==> src/hdl/spb_pkg.sv <==
package spb_pkg;

  // register offsets on the byte-wide register port
  localparam logic [6:0] SPB_ADDR_IDENT = 7'h00;
  localparam logic [6:0] SPB_ADDR_REF_IRQ_STAT = 7'h02;
  localparam logic [6:0] SPB_ADDR_PLL_IRQ_STAT = 7'h03;
  localparam logic [6:0] SPB_ADDR_MON_FAIL = 7'h05;
  localparam logic [6:0] SPB_ADDR_REF_IRQ_MASK = 7'h09;
  localparam logic [6:0] SPB_ADDR_PLL_IRQ_MASK = 7'h0A;
  localparam logic [6:0] SPB_ADDR_MON_FAIL_MASK = 7'h0C;
  localparam logic [6:0] SPB_ADDR_FREQ_DETECT = 7'h10;
  localparam logic [6:0] SPB_ADDR_LOOP_BW = 7'h1D;
  localparam logic [6:0] SPB_ADDR_HOLD_MASK = 7'h21;
  localparam logic [6:0] SPB_ADDR_LOCK_STAT = 7'h28;
  localparam logic [6:0] SPB_ADDR_PHASE_LOW = 7'h40;
  localparam logic [6:0] SPB_ADDR_PHASE_MID = 7'h41;
  localparam logic [6:0] SPB_ADDR_PHASE_HIGH = 7'h42;
  localparam logic [6:0] SPB_ADDR_SYNTH_EN = 7'h50;
  localparam logic [6:0] SPB_ADDR_SYNTH_RUN = 7'h51;
  localparam logic [6:0] SPB_ADDR_SYNTH_FREQ = 7'h52;
  localparam logic [6:0] SPB_ADDR_SYNTH_COARSE = 7'h53;
  localparam logic [6:0] SPB_ADDR_SYNTH_FINE = 7'h55;
  localparam logic [6:0] SPB_ADDR_DIFF_EN = 7'h60;
  localparam logic [6:0] SPB_ADDR_DIFF_FREQ = 7'h61;
  localparam logic [6:0] SPB_ADDR_SRC_MODE = 7'h65;
  localparam logic [6:0] SPB_ADDR_MULT_LOW = 7'h67;
  localparam logic [6:0] SPB_ADDR_MULT_HIGH = 7'h68;
  localparam logic [6:0] SPB_ADDR_SCM_LOW = 7'h69;

  // field positions and widths
  localparam int SPB_PHASE_W = 22;
  localparam int SPB_MULT_W = 14;
  localparam int SPB_MON_SCM = 0;
  localparam int SPB_MON_CFM = 1;
  localparam int SPB_MON_PFM = 2;
  localparam int SPB_PLL_LOCKED = 0;
  localparam int SPB_PLL_LOCK_LOST = 1;
  localparam int SPB_PLL_HOLD_IN = 2;
  localparam int SPB_PLL_HOLD_OUT = 3;
  localparam int SPB_STAT_LOCK = 0;
  localparam int SPB_STAT_HOLD = 1;

  // values after reset
  localparam logic [7:0] SPB_RST_BYTE = 8'h00;
  localparam logic [7:0] SPB_RST_IRQ_MASK = 8'h00;
  localparam logic [21:0] SPB_RST_PHASE = 22'h000000;
  localparam logic [13:0] SPB_RST_MULT = 14'h0000;

  // identity fields; both values arbitrary
  localparam logic [4:0] SPB_CHIP_ID = 5'h0A;
  localparam logic [1:0] SPB_CHIP_REV = 2'h0;

endpackage : spb_pkg

==> src/hdl/spb_reg_bank.sv <==
// Notes on behaviour
// - frame phase offset is 22 bits over three bytes, low, middle, upper
// - offset zero reads chip identity and revision, read only
// - reference failure status register reports input failure, read only
// - pll interrupt status and monitor failure bits are sticky, read only
// - masks for reference failure and pll interrupts gate the interrupt
// - each monitor failure indicator can be masked on its own
// - detected input frequency is readable status
// - loop filter bandwidth comes from a writable control register
// - masked monitor failures do not request automatic holdover
// - lock and holdover state readable in one status register
// - block enable register and separate run register drive synthesiser
// - run register value is driven out unchanged on synth_run_o
// - synthesiser output frequency comes from a writable select register
// - coarse phase register and separate fine offset register for synthesiser
// - differential output enable and frequency select registers
// - source mode picks auto detect, custom config a or b
// - custom a multiplier is 14 bits, low byte then upper six bits
// - custom a single-cycle lower limit is a writable register
// - reading a sticky register clears its bits
// - multi-byte read value is frozen by its low-byte read and stays stable until the next low-byte read
// - written multi-byte value takes effect when its top byte is written
// - interrupt output goes low on input failure or lock/holdover change
`timescale 1ns/1ps
`default_nettype none

module spb_reg_bank (
  input wire logic sys_clk_i,
  input wire logic nrst_i,
  input wire logic [6:0] reg_addr_i,
  input wire logic [7:0] reg_wdata_i,
  input wire logic reg_wr_i,
  input wire logic reg_rd_i,
  output logic [7:0] reg_rdata_o,
  output logic reg_rvalid_o,
  input wire logic ref_fail_i,
  input wire logic scm_fail_i,
  input wire logic cfm_fail_i,
  input wire logic pfm_fail_i,
  input wire logic [7:0] freq_detected_i,
  input wire logic pll_locked_i,
  input wire logic pll_holdover_i,
  output logic irq_n_o,
  output logic holdover_req_o,
  output logic [7:0] loop_bandwidth_o,
  output logic [21:0] frame_phase_offset_o,
  output logic [7:0] synth_block_enable_o,
  output logic [7:0] synth_run_o,
  output logic [7:0] synth_freq_o,
  output logic [7:0] synth_phase_coarse_o,
  output logic [7:0] synth_phase_fine_o,
  output logic [7:0] diff_out_enable_o,
  output logic [7:0] diff_out_freq_o,
  output logic [7:0] freq_source_mode_o,
  output logic [13:0] custom_a_multiplier_o,
  output logic [7:0] custom_a_single_cycle_low_o
);
  import spb_pkg::*;

  typedef struct packed {
    logic rst_done;
    logic [7:0] rdata;
    logic rvalid;
    logic lock_q;
    logic hold_q;
    logic [7:0] pll_sticky;
    logic [7:0] mon_sticky;
    logic [7:0] ref_irq_mask;
    logic [7:0] pll_irq_mask;
    logic [7:0] mon_mask;
    logic [7:0] loop_bw;
    logic [7:0] hold_mask;
    logic [21:0] phase;
    logic [15:0] phase_stage;
    logic [21:0] phase_shadow;
    logic [7:0] synth_en;
    logic [7:0] synth_run;
    logic [7:0] synth_freq;
    logic [7:0] synth_coarse;
    logic [7:0] synth_fine;
    logic [7:0] diff_en;
    logic [7:0] diff_freq;
    logic [7:0] src_mode;
    logic [13:0] mult;
    logic [7:0] mult_stage;
    logic [13:0] mult_shadow;
    logic [7:0] scm_low;
    logic irq_n;
    logic hold_req;
  } spb_state_t;

  localparam spb_state_t SPB_STATE_RST = '{
    rst_done: 1'b0,
    rdata: SPB_RST_BYTE,
    rvalid: 1'b0,
    lock_q: 1'b0,
    hold_q: 1'b0,
    pll_sticky: SPB_RST_BYTE,
    mon_sticky: SPB_RST_BYTE,
    ref_irq_mask: SPB_RST_IRQ_MASK,
    pll_irq_mask: SPB_RST_IRQ_MASK,
    mon_mask: SPB_RST_BYTE,
    loop_bw: SPB_RST_BYTE,
    hold_mask: SPB_RST_BYTE,
    phase: SPB_RST_PHASE,
    phase_stage: 16'h0000,
    phase_shadow: SPB_RST_PHASE,
    synth_en: SPB_RST_BYTE,
    synth_run: SPB_RST_BYTE,
    synth_freq: SPB_RST_BYTE,
    synth_coarse: SPB_RST_BYTE,
    synth_fine: SPB_RST_BYTE,
    diff_en: SPB_RST_BYTE,
    diff_freq: SPB_RST_BYTE,
    src_mode: SPB_RST_BYTE,
    mult: SPB_RST_MULT,
    mult_stage: SPB_RST_BYTE,
    mult_shadow: SPB_RST_MULT,
    scm_low: SPB_RST_BYTE,
    irq_n: 1'b1,
    hold_req: 1'b0
  };

  // set wins over a clear that lands in the same cycle
  function automatic logic [7:0] sticky_update(input logic [7:0] cur,
                                               input logic [7:0] set,
                                               input logic clr);
    logic [7:0] res;
    res = clr ? set : (cur | set);
    return res;
  endfunction : sticky_update

  function automatic logic wr_hit(input logic wr, input logic [6:0] a,
                                  input logic [6:0] target);
    logic hit;
    hit = wr && (a == target);
    return hit;
  endfunction : wr_hit

  function automatic logic rd_hit(input logic rd, input logic [6:0] a,
                                  input logic [6:0] target);
    logic hit;
    hit = rd && (a == target);
    return hit;
  endfunction : rd_hit

  logic rst_meta;
  logic rst_sync_n;
  spb_state_t s;
  spb_state_t next_s;
  logic [7:0] pll_set;
  logic [7:0] mon_set;
  logic [7:0] pll_sticky_nx;
  logic [7:0] rd_byte;

  // reset arrives asynchronously, leaves in step with the clock
  always_ff @(posedge sys_clk_i or negedge nrst_i) begin
    if (!nrst_i) begin
      rst_meta <= 1'b0;
      rst_sync_n <= 1'b0;
    end else begin
      rst_meta <= 1'b1;
      rst_sync_n <= rst_meta;
    end
  end

  always_comb begin
    next_s = s;
    next_s.rst_done = 1'b1;

    // lock and holdover transitions become sticky events
    pll_set = 8'h00;
    pll_set[SPB_PLL_LOCKED] = pll_locked_i && !s.lock_q;
    pll_set[SPB_PLL_LOCK_LOST] = !pll_locked_i && s.lock_q;
    pll_set[SPB_PLL_HOLD_IN] = pll_holdover_i && !s.hold_q;
    pll_set[SPB_PLL_HOLD_OUT] = !pll_holdover_i && s.hold_q;
    next_s.lock_q = pll_locked_i;
    next_s.hold_q = pll_holdover_i;

    // a masked monitor leaves no trace in the failure register
    mon_set = 8'h00;
    mon_set[SPB_MON_SCM] = scm_fail_i && !s.mon_mask[SPB_MON_SCM];
    mon_set[SPB_MON_CFM] = cfm_fail_i && !s.mon_mask[SPB_MON_CFM];
    mon_set[SPB_MON_PFM] = pfm_fail_i && !s.mon_mask[SPB_MON_PFM];

    // failures are levels: one that persists re-arms its sticky bit after every read
    pll_sticky_nx = sticky_update(s.pll_sticky, pll_set,
        rd_hit(reg_rd_i, reg_addr_i, SPB_ADDR_PLL_IRQ_STAT));
    next_s.pll_sticky = pll_sticky_nx;
    next_s.mon_sticky = sticky_update(s.mon_sticky, mon_set,
        rd_hit(reg_rd_i, reg_addr_i, SPB_ADDR_MON_FAIL));

    // holdover only follows monitors that software left unmasked
    next_s.hold_req = (scm_fail_i && !s.hold_mask[SPB_MON_SCM]) ||
                      (cfm_fail_i && !s.hold_mask[SPB_MON_CFM]) ||
                      (pfm_fail_i && !s.hold_mask[SPB_MON_PFM]);

    // next sticky value feeds the interrupt, so a clearing read
    // releases the pin without one stale cycle
    next_s.irq_n = !((ref_fail_i && s.ref_irq_mask[0]) ||
                     (|(pll_sticky_nx & s.pll_irq_mask)));

    // read data: one cycle after the strobe
    // live status is taken at the read edge; sticky bytes show the value before clearing
    rd_byte = 8'h00;
    case (reg_addr_i)
      SPB_ADDR_IDENT: rd_byte = {s.rst_done, SPB_CHIP_REV, SPB_CHIP_ID};
      SPB_ADDR_REF_IRQ_STAT: rd_byte = {7'h00, ref_fail_i};
      SPB_ADDR_PLL_IRQ_STAT: rd_byte = s.pll_sticky;
      SPB_ADDR_MON_FAIL: rd_byte = s.mon_sticky;
      SPB_ADDR_REF_IRQ_MASK: rd_byte = s.ref_irq_mask;
      SPB_ADDR_PLL_IRQ_MASK: rd_byte = s.pll_irq_mask;
      SPB_ADDR_MON_FAIL_MASK: rd_byte = s.mon_mask;
      SPB_ADDR_FREQ_DETECT: rd_byte = freq_detected_i;
      SPB_ADDR_LOOP_BW: rd_byte = s.loop_bw;
      SPB_ADDR_HOLD_MASK: rd_byte = s.hold_mask;
      SPB_ADDR_LOCK_STAT: begin
        rd_byte[SPB_STAT_LOCK] = pll_locked_i;
        rd_byte[SPB_STAT_HOLD] = pll_holdover_i;
      end
      SPB_ADDR_PHASE_LOW: rd_byte = s.phase[7:0];
      SPB_ADDR_PHASE_MID: rd_byte = s.phase_shadow[15:8];
      SPB_ADDR_PHASE_HIGH: rd_byte = {2'h0, s.phase_shadow[21:16]};
      SPB_ADDR_SYNTH_EN: rd_byte = s.synth_en;
      SPB_ADDR_SYNTH_RUN: rd_byte = s.synth_run;
      SPB_ADDR_SYNTH_FREQ: rd_byte = s.synth_freq;
      SPB_ADDR_SYNTH_COARSE: rd_byte = s.synth_coarse;
      SPB_ADDR_SYNTH_FINE: rd_byte = s.synth_fine;
      SPB_ADDR_DIFF_EN: rd_byte = s.diff_en;
      SPB_ADDR_DIFF_FREQ: rd_byte = s.diff_freq;
      SPB_ADDR_SRC_MODE: rd_byte = s.src_mode;
      SPB_ADDR_MULT_LOW: rd_byte = s.mult[7:0];
      SPB_ADDR_MULT_HIGH: rd_byte = {2'h0, s.mult_shadow[13:8]};
      SPB_ADDR_SCM_LOW: rd_byte = s.scm_low;
      default: rd_byte = 8'h00;
    endcase
    next_s.rvalid = reg_rd_i;
    if (reg_rd_i) begin
      next_s.rdata = rd_byte;
    end

    // reading the low byte freezes the whole value for the later bytes
    // upper bytes read without a fresh low-byte read return the older snapshot
    if (rd_hit(reg_rd_i, reg_addr_i, SPB_ADDR_PHASE_LOW)) begin
      next_s.phase_shadow = s.phase;
    end
    if (rd_hit(reg_rd_i, reg_addr_i, SPB_ADDR_MULT_LOW)) begin
      next_s.mult_shadow = s.mult;
    end

    // writes; read-only and reserved offsets fall through untouched
    if (wr_hit(reg_wr_i, reg_addr_i, SPB_ADDR_REF_IRQ_MASK)) begin
      next_s.ref_irq_mask = reg_wdata_i;
    end
    if (wr_hit(reg_wr_i, reg_addr_i, SPB_ADDR_PLL_IRQ_MASK)) begin
      next_s.pll_irq_mask = reg_wdata_i;
    end
    if (wr_hit(reg_wr_i, reg_addr_i, SPB_ADDR_MON_FAIL_MASK)) begin
      next_s.mon_mask = reg_wdata_i;
    end
    if (wr_hit(reg_wr_i, reg_addr_i, SPB_ADDR_LOOP_BW)) begin
      next_s.loop_bw = reg_wdata_i;
    end
    if (wr_hit(reg_wr_i, reg_addr_i, SPB_ADDR_HOLD_MASK)) begin
      next_s.hold_mask = reg_wdata_i;
    end
    if (wr_hit(reg_wr_i, reg_addr_i, SPB_ADDR_PHASE_LOW)) begin
      next_s.phase_stage[7:0] = reg_wdata_i;
    end
    if (wr_hit(reg_wr_i, reg_addr_i, SPB_ADDR_PHASE_MID)) begin
      next_s.phase_stage[15:8] = reg_wdata_i;
    end
    // a lone top-byte write reuses whatever was staged last
    if (wr_hit(reg_wr_i, reg_addr_i, SPB_ADDR_PHASE_HIGH)) begin
      next_s.phase = {reg_wdata_i[5:0], s.phase_stage};
    end
    if (wr_hit(reg_wr_i, reg_addr_i, SPB_ADDR_SYNTH_EN)) begin
      next_s.synth_en = reg_wdata_i;
    end
    if (wr_hit(reg_wr_i, reg_addr_i, SPB_ADDR_SYNTH_RUN)) begin
      next_s.synth_run = reg_wdata_i;
    end
    if (wr_hit(reg_wr_i, reg_addr_i, SPB_ADDR_SYNTH_FREQ)) begin
      next_s.synth_freq = reg_wdata_i;
    end
    if (wr_hit(reg_wr_i, reg_addr_i, SPB_ADDR_SYNTH_COARSE)) begin
      next_s.synth_coarse = reg_wdata_i;
    end
    if (wr_hit(reg_wr_i, reg_addr_i, SPB_ADDR_SYNTH_FINE)) begin
      next_s.synth_fine = reg_wdata_i;
    end
    if (wr_hit(reg_wr_i, reg_addr_i, SPB_ADDR_DIFF_EN)) begin
      next_s.diff_en = reg_wdata_i;
    end
    if (wr_hit(reg_wr_i, reg_addr_i, SPB_ADDR_DIFF_FREQ)) begin
      next_s.diff_freq = reg_wdata_i;
    end
    if (wr_hit(reg_wr_i, reg_addr_i, SPB_ADDR_SRC_MODE)) begin
      next_s.src_mode = reg_wdata_i;
    end
    if (wr_hit(reg_wr_i, reg_addr_i, SPB_ADDR_MULT_LOW)) begin
      next_s.mult_stage = reg_wdata_i;
    end
    if (wr_hit(reg_wr_i, reg_addr_i, SPB_ADDR_MULT_HIGH)) begin
      next_s.mult = {reg_wdata_i[5:0], s.mult_stage};
    end
    if (wr_hit(reg_wr_i, reg_addr_i, SPB_ADDR_SCM_LOW)) begin
      next_s.scm_low = reg_wdata_i;
    end
  end

  // the whole state leaves reset together, two edges after the pin
  always_ff @(posedge sys_clk_i or negedge rst_sync_n) begin
    if (!rst_sync_n) begin
      s <= SPB_STATE_RST;
    end else begin
      s <= next_s;
    end
  end

  // every pin is a copy of registered state, so no input reaches an output directly
  assign reg_rdata_o = s.rdata;
  assign reg_rvalid_o = s.rvalid;
  assign irq_n_o = s.irq_n;
  assign holdover_req_o = s.hold_req;
  assign loop_bandwidth_o = s.loop_bw;
  assign frame_phase_offset_o = s.phase;
  assign synth_block_enable_o = s.synth_en;
  assign synth_run_o = s.synth_run;
  assign synth_freq_o = s.synth_freq;
  assign synth_phase_coarse_o = s.synth_coarse;
  assign synth_phase_fine_o = s.synth_fine;
  assign diff_out_enable_o = s.diff_en;
  assign diff_out_freq_o = s.diff_freq;
  assign freq_source_mode_o = s.src_mode;
  assign custom_a_multiplier_o = s.mult;
  assign custom_a_single_cycle_low_o = s.scm_low;

endmodule : spb_reg_bank
`default_nettype wire

==> config.mk <==
export PLATFORM = sky130hd
export DESIGN_NAME = spb_reg_bank
export DESIGN_NICKNAME = d
export VERILOG_FILES = /design/src/hdl/spb_pkg.sv /design/src/hdl/spb_reg_bank.sv
export SDC_FILE = /design/constraint.sdc
export NUM_CORES = 1
export LEC_CHECK = 0
export BUFFER_PORTS_ARGS = -buffer_cell sky130_fd_sc_hd__buf_2
export CAP_MARGIN = 20
export CORE_MARGIN = 2
export CORE_UTILIZATION = 58
export CTS_CLUSTER_SIZE = 8
export DETAILED_ROUTE_END_ITERATION = 6
export PLACE_DENSITY = 0.85
export SLEW_MARGIN = 20
export SYNTH_ARGS = -nofsm -noshare
export SYNTH_HDL_FRONTEND = slang
export SYNTH_SLANG_ARGS = --single-unit
==> constraint.sdc <==
create_clock -name sys_clk_i -period 8.94 [get_ports sys_clk_i]
set_input_delay 0.894 -clock sys_clk_i [delete_from_list [all_inputs] [get_ports sys_clk_i]]
set_output_delay 0.894 -clock sys_clk_i [all_outputs]
set_load 0.005 [all_outputs]
==> flow_metrics.env, run 1 <==
export IMPL_antenna_found_initial=1
export IMPL_clkTransAtPathRegs_ns=0.05
export IMPL_syn_cell_area_um2=11000
export IMPL_endpoint_kind="flip-flop"
export IMPL_cts_tree="yes"
export IMPL_grt_use_total=0.308
export IMPL_outcome="complete, no violations"
export IMPL_die_y_um=142
export IMPL_period_needed_ns=3.10
export IMPL_final_area_um2=11700
export IMPL_yosys_cell_types_count=75
export IMPL_avgSynthCellArea_um2=12.5
export IMPL_netlist_instances=885
export IMPL_critPathKind="input pin to flip-flop"
export IMPL_top_usage_layer="met2"
export IMPL_area_growth_pct=5.94
export IMPL_finalHoldViolCount=0
export IMPL_vias_per_cell=6.60
export IMPL_cts_htree_levels=1
export IMPL_layout_drive_gt1_share=0.469
export IMPL_port_buffers=159
export IMPL_num_rows=50
export IMPL_grt_pass1_vias=7540
export IMPL_num_nets_final=925
export IMPL_grt_max_degree=83
export IMPL_wl_um=30900
export IMPL_use_met3=0.0680
export IMPL_cts_buffers=31
export IMPL_grt_pass1_wl_um=46600
export IMPL_synth_edf_count=0
export IMPL_powerDensity_nw_per_um2=202
export IMPL_use_met1=0.427
export IMPL_max_freq_mhz=322
export IMPL_dr_pass1_iters=7
export IMPL_synth_top_family_by_area="multiplexers"
export IMPL_min_path_type="input pin to asynchronous set/reset pin"
export IMPL_start_util=0.591
export IMPL_drtIter0Drc=870
export IMPL_coreArea_um2=18700
export IMPL_synth_area_leaders="dfrtp_1 49%, mux2_2 20%, buf_4 8.9%, nand3_1 1.6%, a22oi_1 1.6%"
export IMPL_hold_buffers=0
export IMPL_clk_latency_ns=0.54
export IMPL_slew_headroom=0.295
export IMPL_synthFlopType="dfrtp_1"
export IMPL_wl_per_cell_um=27.1
export IMPL_placed_area_um2=10900
export IMPL_grt_ovfl_total=0
export IMPL_place_hpwl_um=20900
export IMPL_final_cell_mix="217 x dfrtp_1, 200 x mux2_2, 159 x buf_2, 36 x nand3_1, 31 x clkbuf_16"
export IMPL_grt_setup_unrepaired="no"
export IMPL_cts_root_buf="clkbuf_16"
export IMPL_dieWidth_um=142
export IMPL_setup_ws_ns=5.84
export IMPL_synth_simple_gate_area_frac=0.0936
export IMPL_dp_slack_ns=5.36
export IMPL_async_reset_ff_frac=1.00
export IMPL_gp_congestion=0.993
export IMPL_p_leak_nw=5.82
export IMPL_cts_sink_count=219
export IMPL_post_cts_buffers=0
export IMPL_detail_route_antenna_nets=0
export IMPL_synth_seq_area_share=0.496
export IMPL_cp_start_kind="input pin"
export IMPL_worstPathRequired_ns=9.36
export IMPL_ctsResizeCount=0
export IMPL_setup_viol=0
export IMPL_final_max_slew_violation_count=0
export IMPL_fin_tns_setup_ns=0
export IMPL_tightest_slew_ns=1.05
export IMPL_layout_commonest_cell="dfrtp_1"
export IMPL_ys_seq_elements=219
export IMPL_crit_fanout=29
export IMPL_use_met2=0.477
export IMPL_synth_adder_area_share=0
export IMPL_drc=0
export IMPL_synthXorXnorAreaFrac=0
export IMPL_synth_top_area_frac=0.494
export IMPL_cp_arrival_ns=3.52
export IMPL_clk_path_buf_depth=3
export IMPL_synth_compound_area_frac=0.0769
export IMPL_maxCapViolCount=0
export IMPL_vias=7527
export IMPL_peakVddDrop_mv=0.165
export IMPL_clock_skew_ns=0.0104
export IMPL_yosys_warnings=0
export IMPL_yosysTopAreaCell="dfrtp_1"
export IMPL_die_area_um2=20200
export IMPL_io_pins=160
export IMPL_final_period_utilization=0.347
export IMPL_muxShareOfSynthArea=0.212
## worst paths after layout
check | startpoint | end | slack, ns | cells after the start
min in group sys_clk_i | rst_meta$_DFF_PN0_ | rst_sync_n$_DFF_PN0_ | 0.35 | 0
max | reg_addr_i[1] | frame_phase_offset_o[13]$_DFFE_PN0P_ | 5.84 | 4
max reg2reg | rst_sync_n$_DFF_PN0_ | s[194]$_DFFE_PN0P_ | 7.05 | 1
min | nrst_i | rst_sync_n$_DFF_PN0_ | 0.13 | 1
min reg2reg | rst_meta$_DFF_PN0_ | rst_sync_n$_DFF_PN0_ | 0.35 | 0
max in group asynchronous | rst_sync_n$_DFF_PN0_ | s[194]$_DFFE_PN0P_ | 7.05 | 1
## routing by layer
layer	share of wire	up-vias
met5	0	-
met4	0.041	0
met3	0.097	99
met2	0.46	488
met1	0.40	3850
li1	-	3090
## synthesized netlist by cell type, drive strengths merged (2+ instances only)
| library cell | n |
|---|---|
| dfrtp | 218 |
| mux2 | 202 |
| buf | 176 |
| nand3 | 42 |
| a22oi | 24 |
| nand2 | 19 |
| a22o | 16 |
| nor2 | 16 |
| clkbuf | 14 |
| a31oi | 11 |
| o21ai | 11 |
| nor3b | 9 |
| and3 | 8 |
| a21oi | 7 |
| and2 | 7 |
| mux2i | 7 |
| nor2b | 7 |
| nand4 | 6 |
| a222oi | 5 |
| a32o | 5 |
| a32oi | 5 |
| inv | 5 |
| nand3b | 4 |
| nor3 | 4 |
| nor4 | 4 |
| nor4b | 4 |
| o22ai | 4 |
| a211oi | 3 |
| and4bb | 3 |
| o211ai | 3 |
| o2bb2ai | 3 |
| o31ai | 3 |
| a2111oi | 2 |
| a311oi | 2 |
| and3b | 2 |
| and4 | 2 |
| nand2b | 2 |
| nand4b | 2 |
| nor4bb | 2 |
| o32a | 2 |
| or2 | 2 |
## registers in the layout (all words and copies together) (netlist names)
name,count
rst_meta,1
holdover_req_o,1
synth_run_o,8
s,90
diff_out_freq_o,8
frame_phase_offset_o,22
custom_a_single_cycle_low_o,8
reg_rdata_o,8
custom_a_multiplier_o,14
loop_bandwidth_o,8
irq_n_o,1
synth_phase_coarse_o,8
freq_source_mode_o,8
synth_freq_o,8
reg_rvalid_o,1
diff_out_enable_o,8
synth_phase_fine_o,8
synth_block_enable_o,8
rst_sync_n,1
## critical path: stages
cell and delay, ns:
buf_2 0.50, nor4b_4 0.86, nand3_2 0.74, mux2_2 0.50
## report_power, final
group	total, mW	leakage (nW)	internal, mW	switching, mW
sequential	1.12	2.93	1.06	0.0622
combinational	0.207	2.49	0.0948	0.113
clock	1.03	0.402	0.625	0.409
## metrics by stage
| step | hold slack, ns | cells | power [mW] | util |
|---|---|---|---|---|
| floorplan | 0.331 | 886 | 1.29 | - |
| global placement | 0.336 | 1093 | 1.33 | 0.581 |
| detailed placement | 0.343 | 1093 | 1.34 | 0.581 |
| CTS | 0.115 | 1139 | 2.36 | 0.625 |
| global route | 0.110 | 1140 | 2.43 | 0.626 |
| finish | 0.126 | 1140 | 2.36 | 0.626 |
## final cells by class
cell class / count / area (um2)
inverter: 5 / 18.8
sequential: 219 / 5490
clock inverter: 2 / 16.3
multi-input combinational: 472 / 4240
tap: 234 / 293
clock buffer: 44 / 825
timing repair buffer: 163 / 830
antenna: 1 / 2.50
fill: 1438 / 7000
## logic make-up (layout without fill, tap and decap cells)
| group | Yosys count | in the layout |
|---|---|---|
| compound gates | 111 | 111 |
| other cells | 1 | 3 |
| mux | 209 | 209 |
| flops | 219 | 219 |
| simple gates | 150 | 150 |
| buf+inv | 195 | 214 |
No activity file was read; power rests on OpenSTA's default activity.
==> inputs of run 2 (changes only) <==
- clock period: 8.94 -> 3.17 ns (I/O delays scaled with it)
==> run 2 against run 1 <==
Against the previous run: die area stayed put; critical path depth is 1 higher; clock skew is 0.0077 ns higher; largest cell class unchanged; non-clock buffer count is 15 higher; setup slack worse by 4.7 ns; final cell count is 1.1% higher; critical path type unchanged; sequential cell count stayed put; via count is 3.5% higher; power grew to 2.9 times the previous value; largest power group unchanged; clock power grew to 2.9 times the previous value.
==> flow_metrics.env, run 2 (synthesis results as in run 1) <==
export IMPL_tightest_slew_ns=0.727
export IMPL_grt_pass1_vias=7737
export IMPL_clock_power_share=0.443
export IMPL_die_area_um2=20200
export IMPL_grt_pass1_wl_um=48200
export IMPL_min_path_type="input pin to flip-flop"
export IMPL_detail_route_antenna_nets=0
export IMPL_worstPathRequired_ns=3.61
export IMPL_grt_ovfl_total=0
export IMPL_start_util=0.591
export IMPL_p_leak_nw=5.92
export IMPL_clock_skew_ns=0.0181
export IMPL_outcome="complete, no violations"
export IMPL_dp_slack_ns=0.670
export IMPL_cts_tree="yes"
export IMPL_cp_arrival_ns=2.45
export IMPL_cp_start_kind="input pin"
export IMPL_grt_setup_unrepaired="no"
export IMPL_regMostFlops="s"
export IMPL_port_buffers=159
export IMPL_num_rows=50
export IMPL_cts_buffers=31
export IMPL_powerDensity_nw_per_um2=571
export IMPL_wl_um=31900
export IMPL_hold_ws_ns=0.0764
export IMPL_comb_power_share=0.089
export IMPL_cts_sink_count=219
export IMPL_final_cell_mix="217 x dfrtp_1, 200 x mux2_2, 159 x buf_2, 36 x nand3_1, 31 x clkbuf_16"
export IMPL_clk_path_buf_depth=3
export IMPL_layout_commonest_cell="dfrtp_1"
export IMPL_num_nets_final=940
export IMPL_io_pins=160
export IMPL_endpoint_kind="flip-flop"
export IMPL_dp_cells=1105
export IMPL_coreArea_um2=18700
export IMPL_drc=0
export IMPL_clk_latency_ns=0.56
export IMPL_place_hpwl_um=22200
export IMPL_cts_root_buf="clkbuf_16"
export IMPL_total_power_mw=6.78
export IMPL_final_period_utilization=0.636
export IMPL_ctsResizeCount=0
export IMPL_crit_fanout=29
export IMPL_layout_drive_gt1_share=0.474
export IMPL_final_max_slew_violation_count=0
export IMPL_setup_viol=0
export IMPL_drtIter0Drc=996
export IMPL_period_needed_ns=2.02
export IMPL_slew_headroom=0.513
export IMPL_vias_per_cell=6.76
export IMPL_antenna_cells=0
export IMPL_cts_htree_levels=1
export IMPL_grt_max_degree=78
export IMPL_fin_tns_setup_ns=0
export IMPL_dr_pass1_iters=6
export IMPL_gp_congestion=0.980
export IMPL_largest_reg_flops=90
export IMPL_peakVddDrop_mv=0.449
export IMPL_grt_use_total=0.318
export IMPL_antenna_found_initial=2
export IMPL_p_seq_frac=0.468
export IMPL_internal_power_mw=5.11
export IMPL_area_growth_pct=7.47
export IMPL_setup_ws_ns=1.15
export IMPL_maxCapViolCount=0
export IMPL_switchingPower_mw=1.67
export IMPL_vias=7792
export IMPL_swShare=0.247
export IMPL_clkTransAtPathRegs_ns=0.05
export IMPL_dieWidth_um=142
export IMPL_critPathKind="input pin to flip-flop"
export IMPL_fin_cells=1153
export IMPL_max_freq_mhz=496
export IMPL_die_y_um=142
export IMPL_finalHoldViolCount=0
export IMPL_wl_per_cell_um=27.7
[run 2: cell types whose count changed in the layout (fill, tap and decap cells not counted)]
cell / previous run / this run
inv_16: 0 / 1
dlygate4sd3_1: 0 / 3
buf_4: 3 / 14
buf_12: 0 / 2
inv_6: 1 / 0
buf_6: 1 / 0
diode_2: 1 / 0
clkbuf_1: 13 / 12
bufinv_16: 0 / 1
clkinvlp_4: 1 / 0
[run 2: path summary, 6_finish.rpt]
path | startpoint | to | slack [ns] | cells past startpoint
setup reg to reg | synth_freq_o[1]$_DFFE_PN0P_ | reg_rdata_o[1]$_DFFE_PN0P_ | 1.47 | 4
min in group asynchronous | nrst_i | rst_meta$_DFF_PN0_ | 0.09 | 2
hold reg to reg | rst_sync_n$_DFF_PN0_ | diff_out_freq_o[4]$_DFFE_PN0P_ | 0.34 | 0
hold / removal | cfm_fail_i | s[211]$_DFF_PN0_ | 0.08 | 3
max in group asynchronous | rst_sync_n$_DFF_PN0_ | synth_phase_coarse_o[1]$_DFFE_PN0P_ | 1.96 | 1
setup / recovery | reg_addr_i[1] | synth_freq_o[5]$_DFFE_PN0P_ | 1.15 | 5
[run 2: worst max-delay path: stages]
cell     delay, ns
buf_2         0.54
nor4b_4       0.50
buf_4         0.26
and3_1        0.42
mux2_2        0.39
[run 2: power groups by stage]
| stage | registers [mW] | logic, mW | clock network [mW] |
|---|---|---|---|
| after floorplan | 3.15 | 0.485 | 0 |
| after global placement | 3.20 | 0.576 | 0 |
| after detailed placement | 3.20 | 0.594 | 0 |
| after CTS | 3.16 | 0.602 | 3.03 |
| after global routing | 3.18 | 0.651 | 3.15 |
| final | 3.17 | 0.605 | 3.01 |
[run 2: final cells by class]
type | instances | area (um2)
sequential | 219 | 5490
inverter | 5 | 18.8
clock inverter | 2 | 50.0
multi-input combinational | 472 | 4240
tap | 234 | 293
fill | 1376 | 6830
timing repair buffer | 178 | 971
clock buffer | 43 | 821
[run 2: metal layers]
layer / wire [um] / up-vias / GRT usage
met5: 32 / - / 0
met4: 1570 / 4 / 0.128
met3: 3670 / 135 / 0.0717
met2: 14400 / 604 / 0.490
met1: 12300 / 3918 / 0.440
li1: - / 3131 / -
[run 2: per-stage QoR]
stage / cell area, um2 / utilization
after floorplan: 11100 / -
after global placement: 11000 / 0.587
after detailed placement: 11000 / 0.587
after CTS: 11900 / 0.635
after global routing: 11900 / 0.635
final: 11900 / 0.635
[run 2: what timing repair did]
action,4_1_cts,5_1_grt
setup buffers,0,0
hold endpoints to repair,4,0
hold buffers,3,0
